### src/shared/asrc_pkg.sv
// Constants, fields and carriers for the converter select and result control block
// Operation
// - Mux on, converter off: channel drives comparator minus
// - Otherwise comparator minus comes from dedicated pins
// - Pin select code picks plus/minus pin pair
// - Mux mode: code picks plus pin, channel minus
// - Hysteresis on when set; level picks 20/50mV
// - Channel field selects any of eleven inputs
// - Differential gain 1/8/20/32x; single-ended bypasses
// - Reference field picks supply, pin or internal
// - Channel code all ones selects temperature sensor
// - Selections reach converter only while enabled
// - Result right-aligned, left-aligned when bit set
// - Low read locks result; high read unlocks
// - Completion while locked discards new result
// - Done flag still set when result discarded
// - Completion writes result and sets flag together
// - Start bit stays set until conversion completes or enable is cleared
package asrc_pkg;
   localparam int ASRC_ADDR_W = 10;
   localparam int ASRC_DATA_W = 32;
   localparam int ASRC_RES_W = 10;
   localparam int ASRC_CH_W = 6;
   // Register indices; byte address is four times the index
   localparam logic [7:0] IDX_CONV_CTRL_B = 8'h03;
   localparam logic [7:0] IDX_RESULT_LOW = 8'h04;
   localparam logic [7:0] IDX_RESULT_HIGH = 8'h05;
   localparam logic [7:0] IDX_CONV_CTRL_A = 8'h06;
   localparam logic [7:0] IDX_CONV_SEL = 8'h07;
   localparam logic [7:0] IDX_CMP_CTRL_B = 8'h09;
   // Field positions
   localparam int CA_ENABLE = 7;
   localparam int CA_START = 6;
   localparam int CA_DONE = 4;
   localparam int CS_LEFT = 6;
   localparam int CS_REF_LO = 8;
   localparam int CB_GAIN = 7;
   localparam int CB_MUX_EN = 6;
   localparam int CM_HYST_SEL = 7;
   localparam int CM_HYST_LEV = 6;
   localparam int CM_PIN_LO = 0;
   // Reset and fixed values
   localparam logic [5:0] ASRC_CHANNEL_RST = 6'h00;
   localparam logic [2:0] ASRC_REF_RST = 3'h0;
   localparam logic [2:0] ASRC_PIN_SEL_RST = 3'h0;
   localparam logic [9:0] ASRC_RESULT_RST = 10'h000;
   localparam logic [2:0] ASRC_CMP_FIXED = 3'h0;
   localparam logic [7:0] ASRC_BYTE_ZERO = 8'h00;
   localparam logic [23:0] ASRC_PAD = 24'h000000;
   localparam logic [5:0] ASRC_LEFT_PAD = 6'h00;
   // Channel codes
   localparam logic [5:0] ASRC_CH_LAST_PIN = 6'h0A;
   localparam logic [5:0] ASRC_CH_TEMP = 6'h3F;
   // Comparator pin identifiers
   localparam logic [1:0] ASRC_PIN0 = 2'h0;
   localparam logic [1:0] ASRC_PIN1 = 2'h1;
   localparam logic [1:0] ASRC_PIN2 = 2'h2;
   // Comparator pin select codes
   localparam logic [2:0] SEL_P0N1 = 3'h0;
   localparam logic [2:0] SEL_P0N2 = 3'h1;
   localparam logic [2:0] SEL_P1N0 = 3'h2;
   localparam logic [2:0] SEL_P1N2 = 3'h3;
   localparam logic [2:0] SEL_P2N0 = 3'h4;
   localparam logic [1:0] SEL_MUX_P1 = 2'h1;

   typedef enum logic [1:0] {
      GAIN_1X = 2'h0,
      GAIN_8X = 2'h1,
      GAIN_20X = 2'h2,
      GAIN_32X = 2'h3
   } asrc_gain_t;

   typedef enum logic [1:0] {
      ST_IDLE = 2'b01,
      ST_BUSY = 2'b10
   } asrc_state_t;

   typedef struct packed {
      logic [1:0] pos_pin;
      logic neg_from_mux;
      logic [1:0] neg_pin;
      logic [5:0] neg_channel;
      logic hyst_on;
      logic hyst_large;
   } asrc_cmp_route_t;

   typedef struct packed {
      logic enable;
      logic [5:0] channel;
      logic [2:0] reference;
      logic differential;
      logic temp_sensor;
      asrc_gain_t gain;
   } asrc_conv_setup_t;
endpackage

### src/rtl/asrc_route.sv
// Comparator input routing and converter channel decode
module asrc_route (
   input wire logic mux_enable, // Comparator mux enable field
   input wire logic conv_enable, // Converter enable field
   input wire logic [5:0] channel, // Channel select field
   input wire logic [2:0] pin_select, // Comparator pin select field
   input wire logic [2:0] reference, // Reference select field
   input wire logic gain_select, // Gain select field
   input wire logic hyst_sel, // Hysteresis select field
   input wire logic hyst_lev, // Hysteresis level field
   output asrc_pkg::asrc_cmp_route_t route, // Decoded comparator route
   output asrc_pkg::asrc_conv_setup_t setup // Decoded converter setup
);
   import asrc_pkg::*;

   wire mux_active = mux_enable & ~conv_enable;
   wire [1:0] pos_direct;
   wire [1:0] neg_direct;
   wire [1:0] pos_mux;
   wire is_temp;
   wire is_single;
   wire is_diff;
   wire [1:0] diff_gain;

   // Direct pin pairs; the three top codes share one pair
   assign pos_direct = (pin_select == SEL_P0N1 || pin_select == SEL_P0N2) ? ASRC_PIN0 :
                       (pin_select == SEL_P1N0 || pin_select == SEL_P1N2) ? ASRC_PIN1 :
                       ASRC_PIN2;
   assign neg_direct = (pin_select == SEL_P0N2 || pin_select == SEL_P1N2) ? ASRC_PIN2 :
                       (pin_select == SEL_P1N0 || pin_select == SEL_P2N0) ? ASRC_PIN0 :
                       ASRC_PIN1;
   assign pos_mux = (pin_select[2]) ? ASRC_PIN2 :
                    (pin_select[2:1] == SEL_MUX_P1) ? ASRC_PIN1 :
                    ASRC_PIN0;

   assign route = '{
      pos_pin: mux_active ? pos_mux : pos_direct,
      neg_from_mux: mux_active,
      neg_pin: neg_direct,
      neg_channel: channel,
      hyst_on: hyst_sel,
      hyst_large: hyst_sel & hyst_lev
   };

   assign is_temp = (channel == ASRC_CH_TEMP);
   assign is_single = (channel <= ASRC_CH_LAST_PIN);
   assign is_diff = ~is_single & ~is_temp;
   // Low channel bit with the gain bit picks one of four gains
   assign diff_gain = {gain_select, channel[0]};

   assign setup = '{
      enable: conv_enable,
      channel: channel,
      reference: reference,
      differential: is_diff,
      temp_sensor: is_temp,
      gain: is_diff ? asrc_gain_t'(diff_gain) : GAIN_1X
   };
endmodule

### src/rtl/asrc_ctrl.sv
// APB register file, conversion sequencing and result lock
//
// Added by the designer: the APB register port.
module asrc_ctrl #(
   parameter int RES_W = asrc_pkg::ASRC_RES_W
) (
   input wire logic pclk, // Bus clock
   input wire logic presetn, // Asynchronous reset, active low
   input wire logic psel, // APB select
   input wire logic penable, // APB enable
   input wire logic pwrite, // APB direction
   input wire logic [asrc_pkg::ASRC_ADDR_W-1:0] paddr, // APB byte address
   input wire logic [asrc_pkg::ASRC_DATA_W-1:0] pwdata, // APB write data
   output logic pready, // APB ready
   output logic [asrc_pkg::ASRC_DATA_W-1:0] prdata, // APB read data
   output logic pslverr, // APB error
   input wire logic conv_done, // Core conversion complete pulse
   input wire logic [RES_W-1:0] conv_result, // Core result word
   output logic conv_start, // Start pulse to the core
   output asrc_pkg::asrc_conv_setup_t conv_setup, // Applied converter setup
   output asrc_pkg::asrc_cmp_route_t cmp_route, // Comparator input routing
   output logic done_flag // Conversion complete condition
);
   import asrc_pkg::*;

   if (RES_W != ASRC_RES_W) begin : g_chk
      $error("asrc_ctrl: result formatting serves only a 10-bit result");
   end

   // Bus handshake: one wait cycle so every output leaves a flop
   logic pready_reg;
   logic [ASRC_DATA_W-1:0] prdata_reg;
   logic pslverr_reg;

   wire access = psel & penable;
   wire capture = access & ~pready_reg;
   wire complete = access & pready_reg;
   wire aligned = (paddr[1:0] == 2'h0);
   wire [7:0] widx = paddr[ASRC_ADDR_W-1:2];

   wire hit_ctrl_a = aligned & (widx == IDX_CONV_CTRL_A);
   wire hit_ctrl_b = aligned & (widx == IDX_CONV_CTRL_B);
   wire hit_sel = aligned & (widx == IDX_CONV_SEL);
   wire hit_cmp_b = aligned & (widx == IDX_CMP_CTRL_B);
   wire hit_low = aligned & (widx == IDX_RESULT_LOW);
   wire hit_high = aligned & (widx == IDX_RESULT_HIGH);
   wire hit_any = hit_ctrl_a | hit_ctrl_b | hit_sel | hit_cmp_b | hit_low | hit_high;

   // Writes land only at the edge where the master sees pready
   wire wr = complete & pwrite;
   wire wr_ctrl_a = wr & hit_ctrl_a;
   wire wr_ctrl_b = wr & hit_ctrl_b;
   wire wr_sel = wr & hit_sel;
   wire wr_cmp_b = wr & hit_cmp_b;

   // Read side effects act at the capture edge, together with the data
   wire rd_cap = capture & ~pwrite;
   wire rd_low = rd_cap & hit_low;
   wire rd_high = rd_cap & hit_high;

   // Control fields
   logic conv_en_reg;
   logic conv_en_next;
   logic done_flag_reg;
   logic done_flag_next;
   logic [5:0] channel_reg;
   logic left_reg;
   logic [2:0] ref_reg;
   logic gain_sel_reg;
   logic mux_en_reg;
   logic hyst_sel_reg;
   logic hyst_lev_reg;
   logic [2:0] pin_sel_reg;

   // Conversion state and result
   asrc_state_t state_reg;
   asrc_state_t state_next;
   logic conv_start_reg;
   logic [RES_W-1:0] result_reg;
   logic lock_reg;
   logic lock_next;
   asrc_conv_setup_t setup_reg;
   asrc_cmp_route_t route_reg;

   asrc_cmp_route_t route_dec;
   asrc_conv_setup_t setup_dec;

   // The enable written at this edge counts, so a start that also sets the
   // enable loads a setup that already shows the converter enabled
   asrc_route u_route (
      .mux_enable(mux_en_reg),
      .conv_enable(conv_en_next),
      .channel(channel_reg),
      .pin_select(pin_sel_reg),
      .reference(ref_reg),
      .gain_select(gain_sel_reg),
      .hyst_sel(hyst_sel_reg),
      .hyst_lev(hyst_lev_reg),
      .route(route_dec),
      .setup(setup_dec)
   );

   // Enable follows the written value; clearing it aborts a conversion
   assign conv_en_next = wr_ctrl_a ? pwdata[CA_ENABLE] : conv_en_reg;

   wire is_busy = (state_reg == ST_BUSY);
   wire start_req = wr_ctrl_a & pwdata[CA_START] & conv_en_next;
   wire done_evt = conv_done & is_busy & conv_en_reg;

   // Flag: completion sets, writing one clears, set wins over clear
   assign done_flag_next = (done_flag_reg & ~(wr_ctrl_a & pwdata[CA_DONE])) | done_evt;

   // Lock: low-byte read sets, high-byte read clears
   assign lock_next = rd_low ? 1'b1 : (rd_high ? 1'b0 : lock_reg);

   always_comb begin
      state_next = state_reg;
      case (state_reg)
         ST_IDLE: begin
            if (start_req) begin
               state_next = ST_BUSY;
            end
         end
         ST_BUSY: begin
            if (done_evt || !conv_en_next) begin
               state_next = ST_IDLE;
            end
         end
         default: begin
            state_next = ST_IDLE;
         end
      endcase
   end

   always_ff @(posedge pclk or negedge presetn) begin
      if (!presetn) begin
         state_reg <= ST_IDLE;
         conv_start_reg <= 1'b0;
      end else begin
         state_reg <= state_next;
         conv_start_reg <= (state_reg == ST_IDLE) & start_req;
      end
   end

   always_ff @(posedge pclk or negedge presetn) begin
      if (!presetn) begin
         conv_en_reg <= 1'b0;
         done_flag_reg <= 1'b0;
      end else begin
         conv_en_reg <= conv_en_next;
         done_flag_reg <= done_flag_next;
      end
   end

   // Result update is skipped while locked; the flag is not. A low-byte
   // read at the completion edge already blocks, so the pair stays coherent
   always_ff @(posedge pclk or negedge presetn) begin
      if (!presetn) begin
         result_reg <= ASRC_RESULT_RST;
      end else if (done_evt && !lock_next) begin
         result_reg <= conv_result;
      end
   end

   always_ff @(posedge pclk or negedge presetn) begin
      if (!presetn) begin
         lock_reg <= 1'b0;
      end else begin
         lock_reg <= lock_next;
      end
   end

   always_ff @(posedge pclk or negedge presetn) begin
      if (!presetn) begin
         channel_reg <= ASRC_CHANNEL_RST;
         left_reg <= 1'b0;
         ref_reg <= ASRC_REF_RST;
      end else if (wr_sel) begin
         channel_reg <= pwdata[ASRC_CH_W-1:0];
         left_reg <= pwdata[CS_LEFT];
         ref_reg <= pwdata[CS_REF_LO +: 3];
      end
   end

   always_ff @(posedge pclk or negedge presetn) begin
      if (!presetn) begin
         gain_sel_reg <= 1'b0;
         mux_en_reg <= 1'b0;
      end else if (wr_ctrl_b) begin
         gain_sel_reg <= pwdata[CB_GAIN];
         mux_en_reg <= pwdata[CB_MUX_EN];
      end
   end

   // Bits 5:3 are not stored, so writes to them have no effect
   always_ff @(posedge pclk or negedge presetn) begin
      if (!presetn) begin
         hyst_sel_reg <= 1'b0;
         hyst_lev_reg <= 1'b0;
         pin_sel_reg <= ASRC_PIN_SEL_RST;
      end else if (wr_cmp_b) begin
         hyst_sel_reg <= pwdata[CM_HYST_SEL];
         hyst_lev_reg <= pwdata[CM_HYST_LEV];
         pin_sel_reg <= pwdata[CM_PIN_LO +: 3];
      end
   end

   // Setup tracks the fields only while enabled and idle, so a running
   // conversion keeps its channel and reference to the end
   wire setup_load = conv_en_next & (state_reg == ST_IDLE);

   always_ff @(posedge pclk or negedge presetn) begin
      if (!presetn) begin
         setup_reg <= '0;
      end else if (setup_load) begin
         setup_reg <= setup_dec;
      end else if (!conv_en_next) begin
         setup_reg.enable <= 1'b0;
      end
   end

   always_ff @(posedge pclk or negedge presetn) begin
      if (!presetn) begin
         route_reg <= '0;
      end else begin
         route_reg <= route_dec;
      end
   end

   // Result byte formatting follows the alignment bit at read time
   wire [7:0] res_low_right = result_reg[7:0];
   wire [7:0] res_high_right = {ASRC_LEFT_PAD, result_reg[9:8]};
   wire [7:0] res_low_left = {result_reg[1:0], ASRC_LEFT_PAD};
   wire [7:0] res_high_left = result_reg[9:2];
   wire [7:0] res_low = left_reg ? res_low_left : res_low_right;
   wire [7:0] res_high = left_reg ? res_high_left : res_high_right;

   wire [7:0] rd_ctrl_a;
   wire [7:0] rd_ctrl_b;
   wire [7:0] rd_cmp_b;
   wire [7:0] rd_byte;
   wire [ASRC_DATA_W-1:0] rd_sel;
   wire [ASRC_DATA_W-1:0] rd_word;

   assign rd_ctrl_a = {conv_en_reg, is_busy, 1'b0, done_flag_reg, 4'h0};
   assign rd_ctrl_b = {gain_sel_reg, mux_en_reg, 6'h00};
   assign rd_cmp_b = {hyst_sel_reg, hyst_lev_reg, ASRC_CMP_FIXED, pin_sel_reg};
   assign rd_sel = {ASRC_PAD[20:0], ref_reg, 1'b0, left_reg, channel_reg};

   assign rd_byte = hit_ctrl_a ? rd_ctrl_a :
                    hit_ctrl_b ? rd_ctrl_b :
                    hit_cmp_b ? rd_cmp_b :
                    hit_low ? res_low :
                    hit_high ? res_high :
                    ASRC_BYTE_ZERO;
   assign rd_word = hit_sel ? rd_sel : {ASRC_PAD, rd_byte};

   always_ff @(posedge pclk or negedge presetn) begin
      if (!presetn) begin
         pready_reg <= 1'b0;
         pslverr_reg <= 1'b0;
      end else begin
         pready_reg <= capture;
         pslverr_reg <= capture & ~hit_any;
      end
   end

   always_ff @(posedge pclk or negedge presetn) begin
      if (!presetn) begin
         prdata_reg <= '0;
      end else if (rd_cap) begin
         prdata_reg <= rd_word;
      end else if (complete) begin
         prdata_reg <= '0;
      end
   end

   assign pready = pready_reg;
   assign prdata = prdata_reg;
   assign pslverr = pslverr_reg;
   assign conv_start = conv_start_reg;
   assign conv_setup = setup_reg;
   assign cmp_route = route_reg;
   assign done_flag = done_flag_reg;
endmodule

### config.mk
export PLATFORM = sky130hd
export DESIGN_NAME = asrc_ctrl
export DESIGN_NICKNAME = d
export VERILOG_FILES = /design/src/shared/asrc_pkg.sv /design/src/rtl/asrc_route.sv /design/src/rtl/asrc_ctrl.sv
export SDC_FILE = /design/constraint.sdc
export NUM_CORES = 1
export LEC_CHECK = 0
export ABC_AREA = 1
export BUFFER_PORTS_ARGS = -buffer_cell sky130_fd_sc_hd__clkbuf_2
export CORE_UTILIZATION = 25
export DETAILED_ROUTE_END_ITERATION = 8
export PLACE_DENSITY = 0.5
export SKIP_LAST_GASP = 1
export SYNTH_ARGS = -nofsm -noshare
export SYNTH_HDL_FRONTEND = slang
export SYNTH_HIERARCHICAL = 1
export SYNTH_SLANG_ARGS = --single-unit
### constraint.sdc
create_clock -name pclk -period 1.5 [get_ports pclk]
set_input_delay 0.075 -clock pclk [delete_from_list [all_inputs] [get_ports pclk]]
set_output_delay 0.075 -clock pclk [all_outputs]
set_load 0.005 [all_outputs]
[Word level (Yosys, flattened, before mapping)]
Cells that the tools add are included.
Operators by class
  $lt $le $gt $ge: 1
  equal/unequal tests: 17
  mux-type cells: 26
  bitwise operators: 42
  reduce and logical (&&, ||, !) cells: 12
Operators by type and width (count)
  $mux 32: 2
  $mux 8: 7
  $eq 8x3->1 const B: 4
  $and 1x1->1: 29
  $mux 2: 8
  $mux 11: 1
  $eq 8x2->1 const B: 1
  $eq 8x4->1 const B: 1
  $mux 1: 7
  $not 1->1: 7
  $eq 3x2->1 const B: 2
  $eq 6x6->1 const B: 1
  $le 6x4->1 const B: 1
  $or 1x1->1: 6
  $logic_or 1x1->1: 5
  $eq 2x1->1 const B: 2
  $ne 2x1->1 const B: 2
  $pmux 2 s2: 1
  $eq 3x1->1 const B: 1
  $eq 3x3->1 const B: 1
  $logic_not 3->1: 1
  $eq 2x2->1 const B: 1
  $logic_not 1->1: 2
  $logic_not 2->1: 1
  other kinds (4): 4
Word-level totals
  bits in registers: 94
  input port bits: 58
  word-level logic and storage cells: 127

[Depth between registers and ports, before layout]
Gate-level depths: netlist of run 1.
  depth in word-level cells: 9
  mapped depth: 13
  depth with buffers taken out: 12

[By module]
The synthesis of run 1 kept the hierarchy.
By module, submodules not included
  asrc_ctrl: instances 1, cells an instance 391, area each 3543.4 µm², seq. area each 1828.0 µm²
  asrc_route: instances 1, cells an instance 51, area each 286.5 µm², seq. area each 0.0 µm²

[Worst setup path after synthesis of run 1]
Ideal clock, no wire load.
  path type: flip-flop to flip-flop
  start: reg pready_reg (netlist: pready)
  end: reg setup_reg (netlist bit conv_setup[13])
  library setup time: 117 ps
  arrival: 1477 ps
  required time: 1383 ps
  setup slack: -94 ps
  stages on the path, launching flop included: 10
  path buffers: 2
  cells stage by stage: dfrtp_1 inv_1 nor3_2 inv_1 o21ai_2 nand2_4 buf_4 buf_4 nand3_1 nand2_1
Between the ends
  word-level cells in the longest chain between the ends: 6
  elaborated cells between the ends (all ways): 7
RTL lines
  from (decl): line asrc_ctrl.sv:31  | logic pready_reg;
  from (signal assigned): line asrc_ctrl.sv:263  | pready_reg <= capture;
  $and 1x1->1 *: line asrc_ctrl.sv:37  | wire complete = access & pready_reg;
  $and 1x1->1 *: line asrc_ctrl.sv:50  | wire wr = complete & pwrite;
  $and 1x1->1 *: line asrc_ctrl.sv:51  | wire wr_ctrl_a = wr & hit_ctrl_a;
  $mux 1 *: line asrc_ctrl.sv:104  | assign conv_en_next = wr_ctrl_a ? pwdata[CA_ENABLE] : conv_en_reg;
  via conv_en_next: line asrc_ctrl.sv:63  | logic conv_en_next;
  $and 1x1->1: line asrc_ctrl.sv:210  | wire setup_load = conv_en_next & (state_reg == ST_IDLE);
  $ne 2x1->1 (no line) / $mux 1 (equally long branches)
  to (signal assigned): line asrc_ctrl.sv:216  | setup_reg <= setup_dec;
  to (decl): line asrc_ctrl.sv:82  | asrc_conv_setup_t setup_reg;
The timed path passes the listed nets; every way through them passes the cells marked *.
A chain may end at the register's enable or synchronous reset.

[Worst setup path in the final report of run 1]
  start: reg state_reg[0]
  end: reg result_reg[1]
Between the ends
  word-level cells in the longest chain between the ends: 4
RTL lines
  from (decl): line asrc_ctrl.sv:76  | asrc_state_t state_reg;
  from (signal assigned): line asrc_ctrl.sv:140  | state_reg <= state_next;
  $eq 2x2->1: line asrc_ctrl.sv:106  | wire is_busy = (state_reg == ST_BUSY);
  $and 1x1->1 (2 in a row): line asrc_ctrl.sv:108  | wire done_evt = conv_done & is_busy & conv_en_reg;
  $logic_and 1x1->1: line asrc_ctrl.sv:160  | end else if (done_evt && !lock_next) begin
  to (signal assigned): line asrc_ctrl.sv:161  | result_reg <= conv_result;
  to (decl): line asrc_ctrl.sv:79  | logic [RES_W-1:0] result_reg;
No other way between the ends.

==> impl_metrics.csv, run 1 <==
group,metric,value,unit
outcome,status,"complete, no violations",
clock_tree,worst_setup_hold_path_clk_slew,60,ps
route,drc,0,
timing,setup_viol,0,
timing,final_max_slew_viol_count,0,
layout,final_common_cell,"nand2_1",
timing,fin_hold_ws,38.3,ps
pwr,swShare,21.0,%
pwr,vdd_ir_drop_max,1.41,mV
floorplan,die_area,15800,sq um
worst_setup_path,crit_path_end_kind,"register",
clock_tree,numClockSinks,73,
route,wire_per_inst,14.0,um
pwr,comb_power_share,5.8,%
worst_setup_path,critPathTopFamily,"simple AND/OR/NAND/NOR gates",
worst_setup_path,path_class,"reg2reg",
timing,hold_viol_final,0,
route,ant_nets,0,
place,dp_hpwl,7780,um
layout,drive_gt1_share,35.8,%
grt,grt_pass1_wl,16300,um
clock_tree,cts-buffers-inserted,9,
floorplan,num_rows,44,
clock_tree,clock_latency,340,ps
grt,grt_pass1_vias,3068,
flow_run,drv_cap,0,
timing,fin_crit,1460,ps
pwr,p_total,4.92,mW
route,drt_iter0_markers,175,
route,viasPerCell,4.33,
logic_synthesis,ys_seq_area_share,47.7,%
layout,fin_nets,611,
layout,final_cell_mix,"nand2_1 (105), clkbuf_2 (77), dfrtp_1 (71)",
timing,fmax,686,MHz
worst_setup_path,crit_arrival,1690,ps
floorplan,core_area,14800,sq um
timing,rsz0062_at_grt,"true",
pwr,internal_power,3.89,mW
route,dr.pass1.iters,5,
worst_setup_path,crit_path_cell_trace,"nor2_1 > nand3_1 > nand3b_4 > nor2_4 > a21oi_2",
logic_synthesis,synth_top_area_share,47.0,%
logic_synthesis,synthCells,442,
grt,grt_max_degree,29,
pwr,clockPowerShare,54.0,%
floorplan,start_util,26.0,%
clock_tree,clock_path_buffers,2,
layout,largest_register_ffs,14,
grt,antenna_found_initial,0,
layout,area_growth,34.0,%
logic_synthesis,ys_seq_elements,73,
worst_setup_path,slowest_stage,"dfstp_2",
pwr,seq_power_share,40.2,%
floorplan,die_w,126,um
layout,fin_cells,742,
grt,overflow,0,
pwr,leakage,2.73,nW
route,vias,3215,
logic_synthesis,yosysUniqueCellTypes,40,
clock_tree,clockRootBuffer,"clkbuf_16",
clock_tree,cts_tree,"yes",
logic_synthesis,synth_area,3830,sq um
worst_setup_path,max_stage_delay,360,ps
layout,insertedDiodeCount,0,
logic_synthesis,synth_top_area_cell,"dfrtp_1",
min_path,hold_class,"in2reg",
grt,grt.total_usage,13.8,%
place,dpl_worst_slack,-101,ps
logic_synthesis,yosysWarnings,6,
worst_setup_path,crit_required,1730,ps
floorplan,die_height,126,um
pwr,switchingPower,1.03,mW
route,drt-total-wl,10400,um
worst_setup_path,cp_max_fo,6,
timing,period_share,97.2,%
worst_setup_path,start_kind,"register",
logic_synthesis,synth_area_per_cell,8.66,sq um
pwr,power_density,958,nW/um^2
timing,finalWorstSetupSlack,42.1,ps
place,gp_congestion,0.830,
logic_synthesis,netlist_top_cells_area,"dfrtp_1 (47%), nand2_1 (11%), buf_4 (8.2%)",
clock_tree,cts_max_level,3,
place,io_buffers,78,
timing,finClkSkew,5.94,ps
worst_setup_path,critPathBufInv,0,
floorplan,pin_count,121,
place,place_inst,701,
kinds of logic (layout without fill, tap and decap cells):
family | Yosys count | after routing | share of synthesized area [%]
simple gates | 218 | 221 | 26.6
xor+xnor | 1 | 1 | 0.229
mux | 14 | 14 | 4.12
other cells | 1 | 21 | 0.0979
buf+inv | 101 | 194 | 15.1
flops | 73 | 73 | 47.7
compound gates | 34 | 34 | 6.21
synth_stat cells (all sizes together):
cell type,n
mux2,14
o21ai,21
inv,47
xor2,1
or2,2
nand3b,1
a32o,3
clkinv,2
clkbuf,5
o211ai,1
a21oi,7
o31ai,1
dfstp,1
nand3,43
nand4,6
a21o,1
conb,1
nor3b,1
nor3,8
dfrtp,72
nor2,36
nand2,121
buf,47
final timing paths:
check / from / endpoint / slack, ps / cells after the start
max: state_reg[0]$_DFFE_PN1P_ / result_reg[1]$_DFFE_PN0P_ / 40 / 5
min: pwdata[7] / hyst_sel_reg$_DFFE_PN0P_ / 40 / 2
max reg2reg: state_reg[0]$_DFFE_PN1P_ / result_reg[1]$_DFFE_PN0P_ / 40 / 5
min reg2reg: hyst_sel_reg$_DFFE_PN0P_ / cmp_route[1]$_DFF_PN0_ / 450 / 0
max in group asynchronous: presetn / left_reg$_DFFE_PN0P_ / 690 / 3
min in group asynchronous: presetn / conv_setup[2]$_DFFE_PN0P_ / 200 / 2
worst register-to-register path, stage by stage (launching register included):
cell      delay, ps
dfstp_2         360
nor2_1          170
nand3_1         310
nand3b_4        320
nor2_4          130
a21oi_2          40
metal layers:
layer | wire length (um) | track usage [%] | up-vias
li1 | - | - | 1573
met1 | 4690 | 17.5 | 1516
met2 | 4930 | 21.9 | 113
met3 | 560 | 4.12 | 13
met4 | 182 | 5.53 | 0
met5 | 0 | 0 | -
final cells by class:
cell class | count | area [sq um]
Clock inverter | 7 | 141
Multi-Input combinational cell | 291 | 1660
Fill cell | 1530 | 9620
Tap cell | 184 | 230
Sequential cell | 73 | 1830
Inverter | 49 | 194
Timing Repair Buffer | 129 | 856
Clock buffer | 9 | 225
power by group through the flow:
stage,sequential [mW],clock [mW],combinational [mW]
CTS,1.98,2.72,0.281
detailed placement,2.01,0,0.243
finish,1.98,2.65,0.284
global route,1.98,2.82,0.319
global placement,2.01,0,0.239
floorplan,2.01,0,0.126
timing repair:
item                       CTS  global route
cloned                       1             2
hold endpoints to repair    71             1
gates resized for setup      2            28
hold buffers                18             1
setup endpoints to repair   13            45
setup buffers                0             3
pin swaps                    0             9
stage by stage:
step	setup TNS, ps	util [%]	instance area (sq um)
2_1_floorplan	0	-	3910
5_1_grt	-934	34.8	5130
3_3_place_gp	-719	29.8	4390
4_1_cts	-1.71	33.6	4960
3_5_place_dp	-844	29.8	4390
6_report	0	34.8	5130
Power figures use the tool's default switching activity.
==> inputs of run 2 (changes only) <==
--- a/config.mk
+++ b/config.mk
@@ -6,10 +6,12 @@
 export NUM_CORES = 1
 export LEC_CHECK = 0
 export ABC_AREA = 1
-export BUFFER_PORTS_ARGS = -buffer_cell sky130_fd_sc_hd__clkbuf_2
 export CORE_UTILIZATION = 25
 export DETAILED_ROUTE_END_ITERATION = 8
-export PLACE_DENSITY = 0.5
+export DONT_BUFFER_PORTS = 1
+export PLACE_DENSITY = 0.43
+export RECOVER_POWER = 100
+export SETUP_SLACK_MARGIN = 0.4
 export SKIP_LAST_GASP = 1
 export SYNTH_ARGS = -nofsm -noshare
 export SYNTH_HDL_FRONTEND = slang
==> run 2 against run 1 <==
Net effect: hold slack worse by 610 ps; power is 6.9% lower; design area is 5.4% lower; final cell count is 11% lower; via count is 9.4% lower; sequential power hardly changed; the flow now finishes with violations (negative hold slack).
==> impl_metrics.csv, run 2 (synthesized netlist as in run 1, its figures left out) <==
group,metric,value,unit
route,viasPerCell,4.39,
grt,overflow,0,
timing,rsz0062_at_grt,"true",
floorplan,die_height,126,um
layout,multiInputGateArea,1800,sq um
route,drc,0,
layout,fillCellCount,1543,
place,dpl-instance-area,3940,sq um
timing,finClkSkew,7.92,ps
timing,final_max_slew_viol_count,0,
outcome,violations,"negative hold slack",
pwr,leakage,2.41,nW
timing,period_share,97.5,%
worst_setup_path,crit_path_end_kind,"register",
place,io_buffers,0,
layout,final_cell_mix,"nand2_1 (90), dfrtp_1 (71), inv_1 (39)",
clock_tree,cts_max_level,3,
worst_setup_path,cp_max_fo,5,
worst_setup_path,r2r-start,"pready$_DFF_PN0_",
timing,fmax,683,MHz
floorplan,pin_count,121,
flow_run,drv_cap,0,
worst_setup_path,worstReg2RegEnd,"ref_reg[1]$_DFFE_PN0P_",
pwr,vdd_ir_drop_max,0.535,mV
clock_tree,clockRootBuffer,"clkbuf_16",
route,dr.pass1.iters,4,
worst_setup_path,r2r_setup_slack,40,ps
timing,fin_crit,1460,ps
place,gp_congestion,0.851,
clock_tree,clock_path_buffers,2,
worst_setup_path,max_stage_delay,390,ps
worst_setup_path,reg2regPathDepth,6,
floorplan,core_area,14800,sq um
route,ant_nets,0,
pwr,power_density,942,nW/um^2
place,dp_hpwl,7360,um
clock_tree,worst_setup_hold_path_clk_slew,60,ps
floorplan,num_rows,44,
route,wire_per_inst,15.5,um
route,drt_iter0_markers,126,
grt,grt.total_usage,13.9,%
worst_setup_path,path_class,"reg2reg",
timing,tns,0,ps
worst_setup_path,crit_arrival,1680,ps
worst_setup_path,startpoint,"pready$_DFF_PN0_",
worst_setup_path,slowest_stage,"dfrtp_1",
route,vias,2912,
clock_tree,postCtsHoldBufs,21,
worst_setup_path,start_kind,"register",
clock_tree,cts-buffers-inserted,9,
timing,fin_hold_ws,-567,ps
grt,antenna_found_initial,0,
worst_setup_path,crit_top_cell,"buf_4",
route,drt-total-wl,10300,um
worst_setup_path,crit_end,"ref_reg[1]$_DFFE_PN0P_",
clock_tree,cts_tree,"yes",
layout,area_growth,26.8,%
grt,grt_max_degree,74,
grt,grt_pass1_wl,16600,um
floorplan,die_w,126,um
pwr,p_total,4.57,mW
min_path,hold_class,"in2async",
clock_tree,numClockSinks,73,
layout,largest_register_ffs,14,
layout,regArea,1830,sq um
layout,insertedDiodeCount,0,
clock_tree,clock_latency,340,ps
worst_setup_path,crit_required,1720,ps
floorplan,start_util,26.0,%
outcome,status,"finished with violations",
layout,finalInstanceArea,4860,sq um
layout,fin_nets,532,
worst_setup_path,crit_path_cell_trace,"inv_2 > nor3_4 > buf_4 > nand3_4 > buf_4 > mux2_2",
timing,setup_viol,0,
timing,hold_viol_final,73,
floorplan,die_area,15800,sq um
layout,final_common_cell,"nand2_1",
grt,grt_pass1_vias,2963,
layout,drive_gt1_share,30.9,%
## run 2: changes by cell type in the layout (fill, tap and decap cells not counted), sizes merged, moves of 2 or more
cell,before,now
clkbuf,86,16
buf,33,25
dlygate4sd3,19,21
bufinv,4,2
## run 2: final cells by class
cell class	instances	area share (%)
clock buffer	12	5.49
tap	184	4.74
clock inverter	4	1.52
inverter	49	4.07
timing repair buffer	50	9.46
multi-input combinational	291	37.1
sequential	73	37.7
## run 2: power by group
group          switching (mW)  internal (mW)  total, mW
registers             0.00412           1.97       1.98
logic                   0.105         0.0751      0.180
clock network           0.824           1.59       2.42
total                   0.933           3.64       4.57
## run 2: worst min path at each step
stage | endpoint | start | slack, ps
finish | result_reg[1]$_DFFE_PN0P_ | presetn | -570
detailed placement | prdata[9]$_DFFE_PN0P_ | presetn | -220
floorplan | channel_reg[0]$_DFFE_PN0P_ | presetn | -220
global route | result_reg[6]$_DFFE_PN0P_ | presetn | -590
global placement | prdata[9]$_DFFE_PN0P_ | presetn | -220
CTS | result_reg[8]$_DFFE_PN0P_ | presetn | -590
## run 2: repair_timing
item	CTS	global route
hold endpoints to repair	102	73
pin swaps	10	22
resized for setup	33	40
gates cloned	3	0
buffers inserted	7	4
setup endpoints to repair	59	60
## run 2: critical path: cells and delay by family (launching register included)
| kind | cells | cell delay, ps |
|---|---|---|
| multiplexers | 1 | 270 |
| buffers and inverters | 3 | 410 |
| AND/OR/NAND/NOR | 2 | 270 |
| flip-flops | 1 | 390 |
## run 2: metrics by stage
stage | setup slack, ps | util (%) | cells | hold WS (ps)
floorplan | 102 | - | 462 | -221
global placement | -37.2 | 26.7 | 612 | -217
detailed placement | -28.2 | 26.7 | 612 | -218
CTS | 56.9 | 31.8 | 659 | -586
global route | -29.5 | 32.9 | 663 | -593
finish | 36.9 | 32.9 | 663 | -567
## run 2: metal layers
metal  track usage, %  vias up  share of wire, %
li1                 -     1418                 -
met1             16.9     1391                44
met2             22.7       87                48
met3             5.27       16               6.5
met4             4.68        0               2.0
met5                0        -                 0
